**config.mk**
```make
export PLATFORM = sky130hd
export DESIGN_NAME = nvs_sequencer
export DESIGN_NICKNAME = d
export VERILOG_FILES = /design/src/nvs_pkg.sv /design/src/nvs_sequencer.sv
export SDC_FILE = /design/constraint.sdc
export NUM_CORES = 1
export LEC_CHECK = 0
export CAP_MARGIN = 20
export CORE_UTILIZATION = 58
export DETAILED_ROUTE_END_ITERATION = 7
export DONT_BUFFER_PORTS = 1
export PLACE_DENSITY = 0.86
export SYNTH_ARGS = -nofsm -noshare
export SYNTH_HDL_FRONTEND = slang
export SYNTH_SLANG_ARGS = --single-unit
```
**constraint.sdc**
```tcl
create_clock -name aclk -period 3.2 [get_ports aclk]
set_clock_uncertainty 0.15 [all_clocks]
set_input_delay 0.8 -clock aclk [delete_from_list [all_inputs] [get_ports aclk]]
set_output_delay 0.8 -clock aclk [all_outputs]
set_load 0.01 [all_outputs]
```
**src/nvs_pkg.sv**
```systemverilog
// Purpose: shared constants and types of the program/erase sequencer
// Assumes: AXI4-Lite register access, one aligned word per register
// Notes: all command codes, offsets, field positions and tick counts live here
package nvs_pkg;
	// register byte offsets
	localparam logic [11:0] OFS_DIV = 12'h000;
	localparam logic [11:0] OFS_STAT = 12'h004;
	localparam logic [11:0] OFS_CMD = 12'h008;
	localparam logic [11:0] OFS_ARR = 12'h00C;
	// status and divider fields
	localparam int ST_CBEF = 7;
	localparam int ST_CCF = 6;
	localparam int ST_ERR = 4;
	localparam int DIV_SET_BIT = 7;
	// array-write word: data, offset within array, array select
	localparam int ARR_OFS_LSB = 8;
	localparam int ARR_OFS_MSB = 24;
	localparam int ARR_SEL_BIT = 31;
	localparam int BLK_LSB = 5;
	// command codes
	localparam logic [7:0] CMD_BLANK = 8'h05;
	localparam logic [7:0] CMD_BYTE = 8'h20;
	localparam logic [7:0] CMD_BURST = 8'h25;
	localparam logic [7:0] CMD_SECTOR = 8'h40;
	localparam logic [7:0] CMD_MASS = 8'h41;
	localparam logic [7:0] CMD_ABORT = 8'h47;
	// durations in timing-clock periods
	localparam int TK_BYTE = 9;
	localparam int TK_BURST = 4;
	localparam int TK_ABORT = 4;
	localparam int TK_BLANK = 9;
	localparam int TK_SECTOR = 4000;
	localparam int TK_MASS = 20000;
	// reset values and response codes
	localparam logic RST_CBEF = 1'b1;
	localparam logic RST_CCF = 1'b1;
	localparam logic [1:0] RESP_OKAY = 2'h0;
	localparam logic [1:0] RESP_SLVERR = 2'h2;

	typedef enum logic [1:0] {SEQ_IDLE, SEQ_ARR, SEQ_CMD} nvs_seq_type;

	typedef struct packed {
		logic [7:0] cmd;
		logic [17:0] addr;
		logic [7:0] data;
	} nvs_op_type;

	typedef struct packed {
		logic aw_v;
		logic [11:0] aw_a;
		logic w_v;
		logic [31:0] w_d;
		logic [3:0] w_s;
		logic bvalid;
		logic [1:0] bresp;
		logic rvalid;
		logic [1:0] rresp;
		logic [31:0] rdata;
		logic div_set;
		logic [6:0] div;
		logic [6:0] presc;
		nvs_seq_type seq;
		logic err;
		logic cbef;
		logic ccf;
		nvs_op_type lat;
		nvs_op_type pend;
		nvs_op_type run;
		logic pend_v;
		logic busy;
		logic pump;
		logic aborting;
		logic abort_hit;
		logic [14:0] rem;
	} nvs_state_type;
endpackage

```
**src/nvs_sequencer.sv**
```systemverilog
// Purpose: program/erase command sequencer with AXI4-Lite registers
// Assumes: all inputs come from the aclk domain
// Notes: array side sees only the running operation, busy and pump enable
`timescale 1ns/1ns
`default_nettype none

// Overview of operation
// - a sequence opens with one array write, its address and data latched
// - erase and blank check ignore data; any address in sector or array
// - blank check 0x05, byte program 0x20, burst program 0x25 are decoded
// - sector erase 0x40, mass erase 0x41, sector erase abort 0x47 decoded
// - writing 1 to buffer-empty launches the buffered command; it stays clear only while queued behind a busy one or for abort
// - writing 0 to buffer-empty mid-sequence cancels it and sets error
// - complete flag sets when the launched operation finishes
// - burst keeps pump only if next burst queued in the same 32-byte block
// - first burst byte standard time, later ones burst time; else pump off
// - abort sequence array write is ignored; abort ends an active sector erase
// - abort launched during an active sector erase sets error at completion, else not
// - buffer-empty stays clear after abort launch; new sequence then errors
// - error cleared only by writing 1; while set no command is processed
// - array write with buffer busy or divider unwritten sets error
// - second array write or second command write before launch sets error
// - after array write, a write to divider or status sets error
// - command code outside the six valid ones sets error
// - after command write, any register access but launch or an array-register read sets error
// - stop mode during an operation aborts it and sets error
// - secured debug port may only issue blank check and mass erase
// - flash and eeprom arrays are erased independently
// - divider is write-once and sets the timing clock
// - pulses are timed in whole periods of the timing clock
module nvs_sequencer #(
	parameter int SECTOR_TICKS = nvs_pkg::TK_SECTOR,
	parameter int MASS_TICKS = nvs_pkg::TK_MASS
) (
	// clock, reset, enable
	input wire logic aclk,
	input wire logic aresetn,
	input wire logic ce,
	// AXI4-Lite write
	input wire logic awvalid,
	output logic awready,
	input wire logic [11:0] awaddr,
	input wire logic wvalid,
	output logic wready,
	input wire logic [31:0] wdata,
	input wire logic [3:0] wstrb,
	output logic bvalid,
	input wire logic bready,
	output logic [1:0] bresp,
	// AXI4-Lite read
	input wire logic arvalid,
	output logic arready,
	input wire logic [11:0] araddr,
	output logic rvalid,
	input wire logic rready,
	output logic [31:0] rdata,
	output logic [1:0] rresp,
	// system state
	input wire logic stop_mode,
	input wire logic secured,
	input wire logic debug_port,
	// array side
	output nvs_pkg::nvs_op_type nv_op,
	output logic nv_busy,
	output logic nv_pump_on
);
	nvs_pkg::nvs_state_type s, n;
	logic wr_go, rd_go, wst, tick, done, keep, err_set;
	logic [11:0] wa;
	logic [7:0] stat;

	function automatic logic code_ok(input logic [7:0] c);
		return c == nvs_pkg::CMD_BLANK || c == nvs_pkg::CMD_BYTE ||
			c == nvs_pkg::CMD_BURST || c == nvs_pkg::CMD_SECTOR ||
			c == nvs_pkg::CMD_MASS || c == nvs_pkg::CMD_ABORT;
	endfunction

	// remaining periods minus one; the run ends on the tick at zero
	function automatic logic [14:0] ticks(input logic [7:0] c,
		input logic fast);
		case (c)
			nvs_pkg::CMD_BYTE: ticks = 15'(nvs_pkg::TK_BYTE - 1);
			nvs_pkg::CMD_BURST: ticks = fast ?
				15'(nvs_pkg::TK_BURST - 1) : 15'(nvs_pkg::TK_BYTE - 1);
			nvs_pkg::CMD_SECTOR: ticks = 15'(SECTOR_TICKS - 1);
			nvs_pkg::CMD_MASS: ticks = 15'(MASS_TICKS - 1);
			nvs_pkg::CMD_ABORT: ticks = 15'(nvs_pkg::TK_ABORT - 1);
			default: ticks = 15'(nvs_pkg::TK_BLANK - 1);
		endcase
	endfunction

	assign wr_go = s.aw_v && s.w_v && !s.bvalid;
	assign wst = wr_go && s.w_s[0];
	assign wa = s.aw_a;
	assign rd_go = arvalid && !s.rvalid;
	assign done = s.busy && tick && s.rem == 15'h0000;
	assign keep = s.run.cmd == nvs_pkg::CMD_BURST &&
		s.pend.cmd == nvs_pkg::CMD_BURST && s.pend_v &&
		s.pend.addr[17:nvs_pkg::BLK_LSB] == s.run.addr[17:nvs_pkg::BLK_LSB];

	always_comb begin
		stat = 8'h00;
		stat[nvs_pkg::ST_CBEF] = s.cbef;
		stat[nvs_pkg::ST_CCF] = s.ccf;
		stat[nvs_pkg::ST_ERR] = s.err;
	end

	always_comb begin
		n = s;
		tick = 1'b0;
		err_set = 1'b0;
		// bus channels: address and data captured in either order
		if (awvalid && !s.aw_v && !s.bvalid) begin
			n.aw_v = 1'b1;
			n.aw_a = awaddr;
		end
		if (wvalid && !s.w_v && !s.bvalid) begin
			n.w_v = 1'b1;
			n.w_d = wdata;
			n.w_s = wstrb;
		end
		if (s.bvalid && bready)
			n.bvalid = 1'b0;
		if (s.rvalid && rready)
			n.rvalid = 1'b0;

		// timing clock prescaler, restarted between operations
		if (s.busy && s.div_set) begin
			if (s.presc == s.div) begin
				n.presc = 7'h00;
				tick = 1'b1;
			end else begin
				n.presc = s.presc + 7'h01;
			end
		end else begin
			n.presc = 7'h00;
		end
		if (s.busy && tick && s.rem != 15'h0000)
			n.rem = s.rem - 15'h0001;
		// pump comes up on the first tick unless carried over; never for blank check or abort
		if (s.busy && tick && s.run.cmd != nvs_pkg::CMD_BLANK &&
			s.run.cmd != nvs_pkg::CMD_ABORT)
			n.pump = 1'b1;

		if (done) begin
			if (s.abort_hit)
				err_set = 1'b1;
			n.aborting = 1'b0;
			n.abort_hit = 1'b0;
			if (s.pend_v) begin
				n.pend_v = 1'b0;
				n.run = s.pend;
				n.rem = ticks(s.pend.cmd, keep);
				n.pump = keep;
				n.cbef = s.pend.cmd != nvs_pkg::CMD_ABORT;
				n.aborting = s.pend.cmd == nvs_pkg::CMD_ABORT;
			end else begin
				n.busy = 1'b0;
				n.pump = 1'b0;
				n.ccf = 1'b1;
				n.cbef = 1'b1;
			end
		end

		if (wr_go) begin
			n.aw_v = 1'b0;
			n.w_v = 1'b0;
			n.bvalid = 1'b1;
			n.bresp = wa > nvs_pkg::OFS_ARR ?
				nvs_pkg::RESP_SLVERR : nvs_pkg::RESP_OKAY;
		end
		if (wst) begin
			case (wa)
				nvs_pkg::OFS_ARR: if (!s.err) begin
					if (!s.div_set || !s.cbef || s.seq != nvs_pkg::SEQ_IDLE)
						err_set = 1'b1;
					else begin
						n.lat.data = s.w_d[7:0];
						n.lat.addr = {s.w_d[nvs_pkg::ARR_SEL_BIT],
							s.w_d[nvs_pkg::ARR_OFS_MSB:nvs_pkg::ARR_OFS_LSB]};
						n.seq = nvs_pkg::SEQ_ARR;
					end
				end
				nvs_pkg::OFS_CMD: if (!s.err &&
					s.seq != nvs_pkg::SEQ_IDLE) begin
					if (s.seq == nvs_pkg::SEQ_CMD || !code_ok(s.w_d[7:0]))
						err_set = 1'b1;
					else if (secured && debug_port &&
						s.w_d[7:0] != nvs_pkg::CMD_BLANK &&
						s.w_d[7:0] != nvs_pkg::CMD_MASS)
						err_set = 1'b1;
					else begin
						n.lat.cmd = s.w_d[7:0];
						n.seq = nvs_pkg::SEQ_CMD;
					end
				end
				nvs_pkg::OFS_STAT: begin
					if (s.w_d[nvs_pkg::ST_ERR])
						n.err = 1'b0;
					if (!s.err && s.seq != nvs_pkg::SEQ_IDLE) begin
						if (s.seq == nvs_pkg::SEQ_CMD &&
							s.w_d[nvs_pkg::ST_CBEF]) begin
							n.seq = nvs_pkg::SEQ_IDLE;
							n.ccf = 1'b0;
							n.cbef = 1'b0;
							if (s.lat.cmd == nvs_pkg::CMD_ABORT) begin
								n.lat.addr = 18'h00000;
								n.lat.data = 8'h00;
							end
							if (s.lat.cmd == nvs_pkg::CMD_ABORT && n.busy &&
								n.run.cmd == nvs_pkg::CMD_SECTOR) begin
								n.aborting = 1'b1;
								n.abort_hit = 1'b1;
								if (n.rem > 15'(nvs_pkg::TK_ABORT - 1))
									n.rem = 15'(nvs_pkg::TK_ABORT - 1);
							end else if (n.busy) begin
								n.pend_v = 1'b1;
								n.pend = n.lat;
							end else begin
								// erase and blank check carry the latched data as well as the address
								n.busy = 1'b1;
								n.run = n.lat;
								n.rem = ticks(s.lat.cmd, 1'b0);
								n.pump = 1'b0;
								n.cbef = s.lat.cmd != nvs_pkg::CMD_ABORT;
								n.aborting = s.lat.cmd == nvs_pkg::CMD_ABORT;
							end
						end else begin
							err_set = 1'b1;
						end
					end
				end
				nvs_pkg::OFS_DIV: begin
					if (!s.err && s.seq != nvs_pkg::SEQ_IDLE)
						err_set = 1'b1;
					else if (!s.div_set) begin
						n.div_set = 1'b1;
						n.div = s.w_d[6:0];
					end
				end
				default: ;
			endcase
		end

		if (rd_go) begin
			n.rvalid = 1'b1;
			n.rresp = nvs_pkg::RESP_OKAY;
			case (araddr)
				nvs_pkg::OFS_DIV: n.rdata = {24'h000000, s.div_set, s.div};
				nvs_pkg::OFS_STAT: n.rdata = {24'h000000, stat};
				nvs_pkg::OFS_CMD: n.rdata = {24'h000000, s.lat.cmd};
				nvs_pkg::OFS_ARR: n.rdata = {s.lat.addr[17], 6'h00,
					s.lat.addr[16:0], s.lat.data};
				default: begin
					n.rdata = 32'h00000000;
					n.rresp = nvs_pkg::RESP_SLVERR;
				end
			endcase
			if (!s.err && s.seq == nvs_pkg::SEQ_CMD &&
				araddr != nvs_pkg::OFS_ARR && araddr <= nvs_pkg::OFS_ARR)
				err_set = 1'b1;
		end

		if (stop_mode && s.busy) begin
			n.busy = 1'b0;
			n.pump = 1'b0;
			n.pend_v = 1'b0;
			n.aborting = 1'b0;
			n.abort_hit = 1'b0;
			n.ccf = 1'b1;
			n.cbef = 1'b1;
			err_set = 1'b1;
		end
		// a fresh error wins over a same-cycle clear
		if (err_set) begin
			n.err = 1'b1;
			n.seq = nvs_pkg::SEQ_IDLE;
		end
	end

	always_ff @(posedge aclk) begin
		if (!aresetn) begin
			s <= '0;
			s.cbef <= nvs_pkg::RST_CBEF;
			s.ccf <= nvs_pkg::RST_CCF;
		end else if (ce) begin
			s <= n;
		end
	end

	// no word is taken while frozen, else the handshake would be lost
	assign awready = ce && !s.aw_v && !s.bvalid;
	assign wready = ce && !s.w_v && !s.bvalid;
	assign bvalid = s.bvalid;
	assign bresp = s.bresp;
	assign arready = ce && !s.rvalid;
	assign rvalid = s.rvalid;
	assign rdata = s.rdata;
	assign rresp = s.rresp;
	assign nv_op = s.run;
	assign nv_busy = s.busy;
	assign nv_pump_on = s.pump;

	logic launch_ev;
	assign launch_ev = ce && wst && wa == nvs_pkg::OFS_STAT && !s.err &&
		s.w_d[nvs_pkg::ST_CBEF] && s.seq == nvs_pkg::SEQ_CMD;
endmodule

`default_nettype wire

```
### After elaboration in Yosys (flattened, before gate mapping)

Index checks and enable logic that the tools add are counted.

* $add $sub $neg: 2
* $lt $le $gt $ge: 3
* eq/ne operators: 42
* muxes and demuxes: 83
* bitwise gates (word level): 5
* reduce and logical (&&, ||, !) cells: 81

Operator list (number)
* 2-to-1 mux 114 bit: 2
* case mux 32 bit (4 select lines): 1
* 2-to-1 mux 127 bit: 1
* 2-to-1 mux 88 bit: 1
* == test 8 x 7 -> 1 bit (second input constant): 10
* 2-to-1 mux 26 bit: 3
* 2-to-1 mux 15 bit: 5
* 2-to-1 mux 71 bit: 1
* 2-to-1 mux 35 bit: 2
* 2-to-1 mux 34 bit: 2
* case mux 15 bit (4 select lines): 1
* 2-to-1 mux 54 bit: 1
* case mux 26 bit (2 select lines): 1
* == test 12 x 4 -> 1 bit (second input constant): 4
* case mux 15 bit (3 select lines): 1
* 2-to-1 mux 37 bit: 1
* logical AND 1 bit: 35
* == test 8 x 6 -> 1 bit (second input constant): 4
* 2-to-1 mux 1 bit: 32
* 2-to-1 mux 8 bit: 4
* != test 8 x 7 -> 1 bit (second input constant): 4
* 2-to-1 mux 2 bit: 14
* == test 12 x 3 -> 1 bit (second input constant): 2
* zero test 12 bit: 2
* other kinds (34): 82

* register bits after elaboration: 230
* input bits: 71
* output and inout port bits: 77
* word-level logic and storage cells: 248

### Longest topological paths before layout

* depth in word-level cells: 17
* mapped depth: 13
* mapped depth without buffers: 11

### Worst setup path before layout

Ideal clock, no wire load.

* path type: register to register
* from: reg s[0] in the netlist's numbering
* to: reg s[75] in the netlist's numbering
* setup time: 0.132 ns
* data arrival time: 2.811 ns
* required time: 2.918 ns
* slack: 0.107 ns
* stages on the path, launching flop included: 13
* buffers on the path: 2
* clock period less this slack: 3.093 ns
* cell sequence: dfxtp_1 > inv_1 > ha_1 > or4b_1 > nor4_2 > inv_2 > o31ai_4 > a211oi_2 > or4_1 > buf_2 > buf_6 > nand2_1 > a21oi_1

* longest elaborated chain between the ends: 7
* elaborated cells on any way between the ends: 8
* those cells by class: eq/ne (1); mux (1); bitwise (1); reduce/logical (5)

Ends and longest elaborated chain
* start: declaration: RTL line nvs_sequencer.sv:67 `nvs_pkg::nvs_state_type s, n;`
* start signal: assignment: RTL line nvs_sequencer.sv:287 `s <= n;`
* zero test 15 bit (*): RTL line nvs_sequencer.sv:96 `assign done = s.busy && tick && s.rem == 15'h0000;`
* logical AND 1 bit (*): RTL line nvs_sequencer.sv:96
* 2-to-1 mux 54 bit (*): RTL line nvs_sequencer.sv:145 `if (done) begin`
* == test 8 x 7 -> 1 bit or logical AND 1 bit (tied branches): RTL line nvs_sequencer.sv:211, nvs_sequencer.sv:210
* logical AND 1 bit: RTL line nvs_sequencer.sv:210 `if (s.lat.cmd == nvs_pkg::CMD_ABORT && n.busy &&`
* inverter 1 bit (no source line)
* AND reduction 7 bit (no source line) (*)

Mark *: on every way between the ends. The rest lies on a longest branch, timed or not.
A chain may end at the register's enable or synchronous reset.

### Worst setup path after layout

* from: reg s[1] in the netlist's numbering
* to: reg s[87] in the netlist's numbering

Same word-level chain as after synthesis.

==> metrics.md <==
| Metric | Value |
|---|---|
| Register area share after synthesis | 0.405 |
| RSZ-0062 raised after global routing | true |
| CP cell instances | inv_2, ha_4, or4b_4, nor4_4, buf_4, inv_4, o31ai_4, buf_4, a211oi_4, buf_4, nor4_4, buf_6, buf_12, nand2_1, a21oi_1 |
| Failing checks | setup timing |
| Buf+Inv Stages, Crit Path | 7 |
| Total power | 5.53 mW |
| R2R setup slack | -130 ps |
| Clock Pin Slew Worst Setup and Hold Paths | 70 ps |
| FP Rows | 48 |
| Drt drc | 0 |
| Vias/cell | 6.57 |
| Cts bufs inserted | 22 |
| Worst setup EP type | flop |
| CP Launch Type | flop |
| Pre-CTS setup slack | -77.4 ps |
| Fin. max-slew vios | 0 |
| Maximum vdd drop | 0.488 mV |
| Slowest stage delay, CP | 490 ps |
| Final nets | 1348 |
| Final setup viols | 34 |
| Vias in the first global route | 8429 |
| # IOs | 148 |
| Pwr dens | 472 nW/um^2 |
| Cell Area, Synth | 10500 um^2 |
| Layout cells sized above 1 | 0.151 |
| Post-synth top flop | dfxtp_1 |
| Hold Path Class | in2reg |
| Rel. slew slack | 0.582 |
| EDFF count, synth | 0 |
| Initial core utilization | 0.599 |
| Total count of hold-check failures in the final report | 0 |
| Max FO, Critical Path | 5 |
| Synth top area cells | dfxtp_1 (41%), nand2_1 (7.2%), a21oi_1 (7.1%) |
| Initial DRC count | 1531 |
| Drt pass-1 iters | 7 |
| Largest net degree at the start of global routing | 136 |
| Data arrival, critical path | 3590 ps |
| Ant. Diodes | 0 |
| Clk root buf | clkbuf_16 |
| Area grow syn2layout | 12.0% |
| DP HPWL | 19600 um |
| DR vias | 9959 |
| Slowest CP cell | or4b_4 |
| Dominant cell type by area after synthesis | dfxtp_1 |
| Total number of yosys warnings | 0 |
| Multi-input logic area | 5520 um^2 |
| Clock period minus worst slack | 3330 ps |
| Mean Syn Cell Area | 8.00 um^2 |
| Grt ovf | 0 |
| Setup TNS | -2430 ps |
| Setup WS post-layout | -129 ps |
| GR Util All Layers | 0.299 |
| Largest delay share family, worst path | simple AND/OR/NAND/NOR gates |
| Synth cell types | 76 |
| CP required | 3460 ps |
| Actual slew at the worst max-slew pin | 627 ps |
| Hold-fix buffers, CTS | 0 |
| Die height | 136 um |
| Max-cap violation count | 0 |
| Setup CP Type | reg2reg |
| Initial antenna violation count | 0 |
| Clk_lat worst skew | 520 ps |
| Static leakage | 4.32 nW |
| PortBufs | 0 |
| Post-route clock period utilization | 1.04 |
| Register bit total from synthesis | 212 |
| Wire per inst | 20.4 um |
| Die ar. | 18600 um^2 |
| Synth top area share | 0.405 |
| FFs w/ async S/R, synth | 0 |
| Fillers | 1285 |
| Top cell by count, worst path | buf_4 |
| Core ar. | 17500 um^2 |
| Status | finished with violations |
| CTS tree | built |
| GP Congestion | 0.928 |
| TritonCTS Sinks | 212 |
| Max Root-Sink Buffers | 3 |
| Cells after Synth | 1308 |
| Register Area | 4250 um^2 |
| F_max | 300 MHz |
| Chip width | 136 um |
| First-pass GRT wire length | 43900 um |
| WL final | 31000 um |
| Routed Antenna Nets | 0 |
| H-tree depth | 1 |
[flip-flops by register name, indices dropped and copies added, names as in the netlist]
register / flops
rdata: 26
rvalid: 1
nv_busy: 1
wa: 12
rresp: 1
bvalid: 1
s: 134
bresp: 1
nv_pump_on: 1
nv_op: 34
[what timing repair did]
| item | 4_1_cts | 5_1_grt |
|---|---|---|
| cloned | 0 | 7 |
| setup endpoints to repair | 71 | 83 |
| setup buffers | 0 | 8 |
| resized for setup | 4 | 47 |
| pin swaps | 3 | 38 |
[area by class of cell]
class | instances | area share
well taps | 225 | 0.0240
inverters | 12 | 0.00427
repair buffers | 98 | 0.0773
flip-flops and latches | 212 | 0.362
multi-input cells | 929 | 0.471
clock inverters | 14 | 0.0108
clock buffers | 26 | 0.0508
[report_power, final]
part	internal, mW	leakage, nW	switching (mW)
combinational	0.104	2.26	0.163
clock	1.43	0.344	1.13
sequential	2.67	1.71	0.0302
total	4.20	4.32	1.32
[through the flow]
stage,area [um^2],hold WS (ps),instances,utilization
floorplan,10500,281,1315,-
global placement,10600,288,1461,0.604
detailed placement,10600,295,1461,0.604
CTS,11300,237,1501,0.647
global route,11700,241,1516,0.671
finish,11700,238,1516,0.671
[kinds of logic (layout without fill, tap and decap cells)]
group / Yosys count / after routing / synth area share
xor gates and xnor gates: 27 / 27 / 0.0226
other: 1 / 8 / 0.000358
adders and majority gates: 3 / 3 / 0.00335
and+or+nand+nor: 501 / 501 / 0.224
muxes: 53 / 53 / 0.0545
buffers and inverters: 174 / 150 / 0.0913
AOI/OAI and AO/OA: 337 / 337 / 0.198
DFF: 212 / 212 / 0.405
[metal layers]
layer	global-route usage	vias up	wire, um
met3	0.0518	140	3480
met2	0.467	674	14100
met4	0.102	0	1350
met1	0.413	4660	12000
li1	-	4485	-
met5	0	-	0
[worst paths after layout]
path	startpoint	end	cells past startpoint
setup / recovery	s[1]$_SDFFE_PN0P_	s[87]$_SDFFE_PN0P_	15
hold / removal	aresetn	s[122]$_SDFFE_PN1P_	1
setup reg to reg	s[1]$_SDFFE_PN0P_	s[87]$_SDFFE_PN0P_	15
hold reg to reg	s[63]$_SDFFE_PN0P_	s[63]$_SDFFE_PN0P_	2
[synth_stat cells (3+ instances only)]
| cell type | instances |
|---|---|
| nand4_1 | 5 |
| nand3b_1 | 7 |
| a22oi_1 | 46 |
| nand3_1 | 52 |
| nor4b_1 | 5 |
| nand2_1 | 201 |
| o21ai_0 | 47 |
| o211ai_1 | 9 |
| a211oi_1 | 5 |
| a32o_1 | 9 |
| mux2i_1 | 48 |
| buf_4 | 70 |
| buf_1 | 7 |
| clkbuf_1 | 68 |
| mux4_2 | 3 |
| buf_6 | 3 |
| nand2b_1 | 7 |
| o22ai_1 | 16 |
| xor2_1 | 16 |
| and2_1 | 9 |
| and3_1 | 8 |
| or3_1 | 5 |
| dfxtp_1 | 212 |
| nor4_1 | 14 |
| buf_2 | 14 |
| o21ai_1 | 4 |
| nor4_2 | 4 |
| inv_1 | 11 |
| nand4b_1 | 3 |
| nor2b_1 | 8 |
| or4_1 | 6 |
| o2bb2ai_1 | 8 |
| xnor2_1 | 11 |
| nor3b_1 | 6 |
| a31oi_1 | 18 |
| nor2_1 | 122 |
| a21oi_1 | 149 |
| or2_2 | 4 |
| nor3_1 | 24 |
[cell usage in the layout (no fill, tap or decap), types with 6 or more instances in the layout]
cell type,netlist,routed
xnor2_1,11,10
clkbuf_16,0,28
a22oi_1,46,46
nor2b_1,8,8
a21oi_2,0,7
o211ai_1,9,9
nand2b_1,7,7
a32o_1,9,9
nor4_1,14,12
nor2_1,122,122
nand2_1,201,201
inv_1,11,8
a31oi_1,18,16
nor3b_1,6,6
o21ai_0,47,46
and3_1,8,8
nor3_1,24,23
o22ai_1,16,16
dfxtp_1,212,210
conb_1,1,8
o2bb2ai_1,8,8
a21oi_1,149,142
nand3b_1,7,7
mux2i_1,48,48
xor2_1,16,16
and2_1,9,7
buf_4,70,84
nand3_1,52,47
Note: power is estimated with default switching activity, not from simulation.
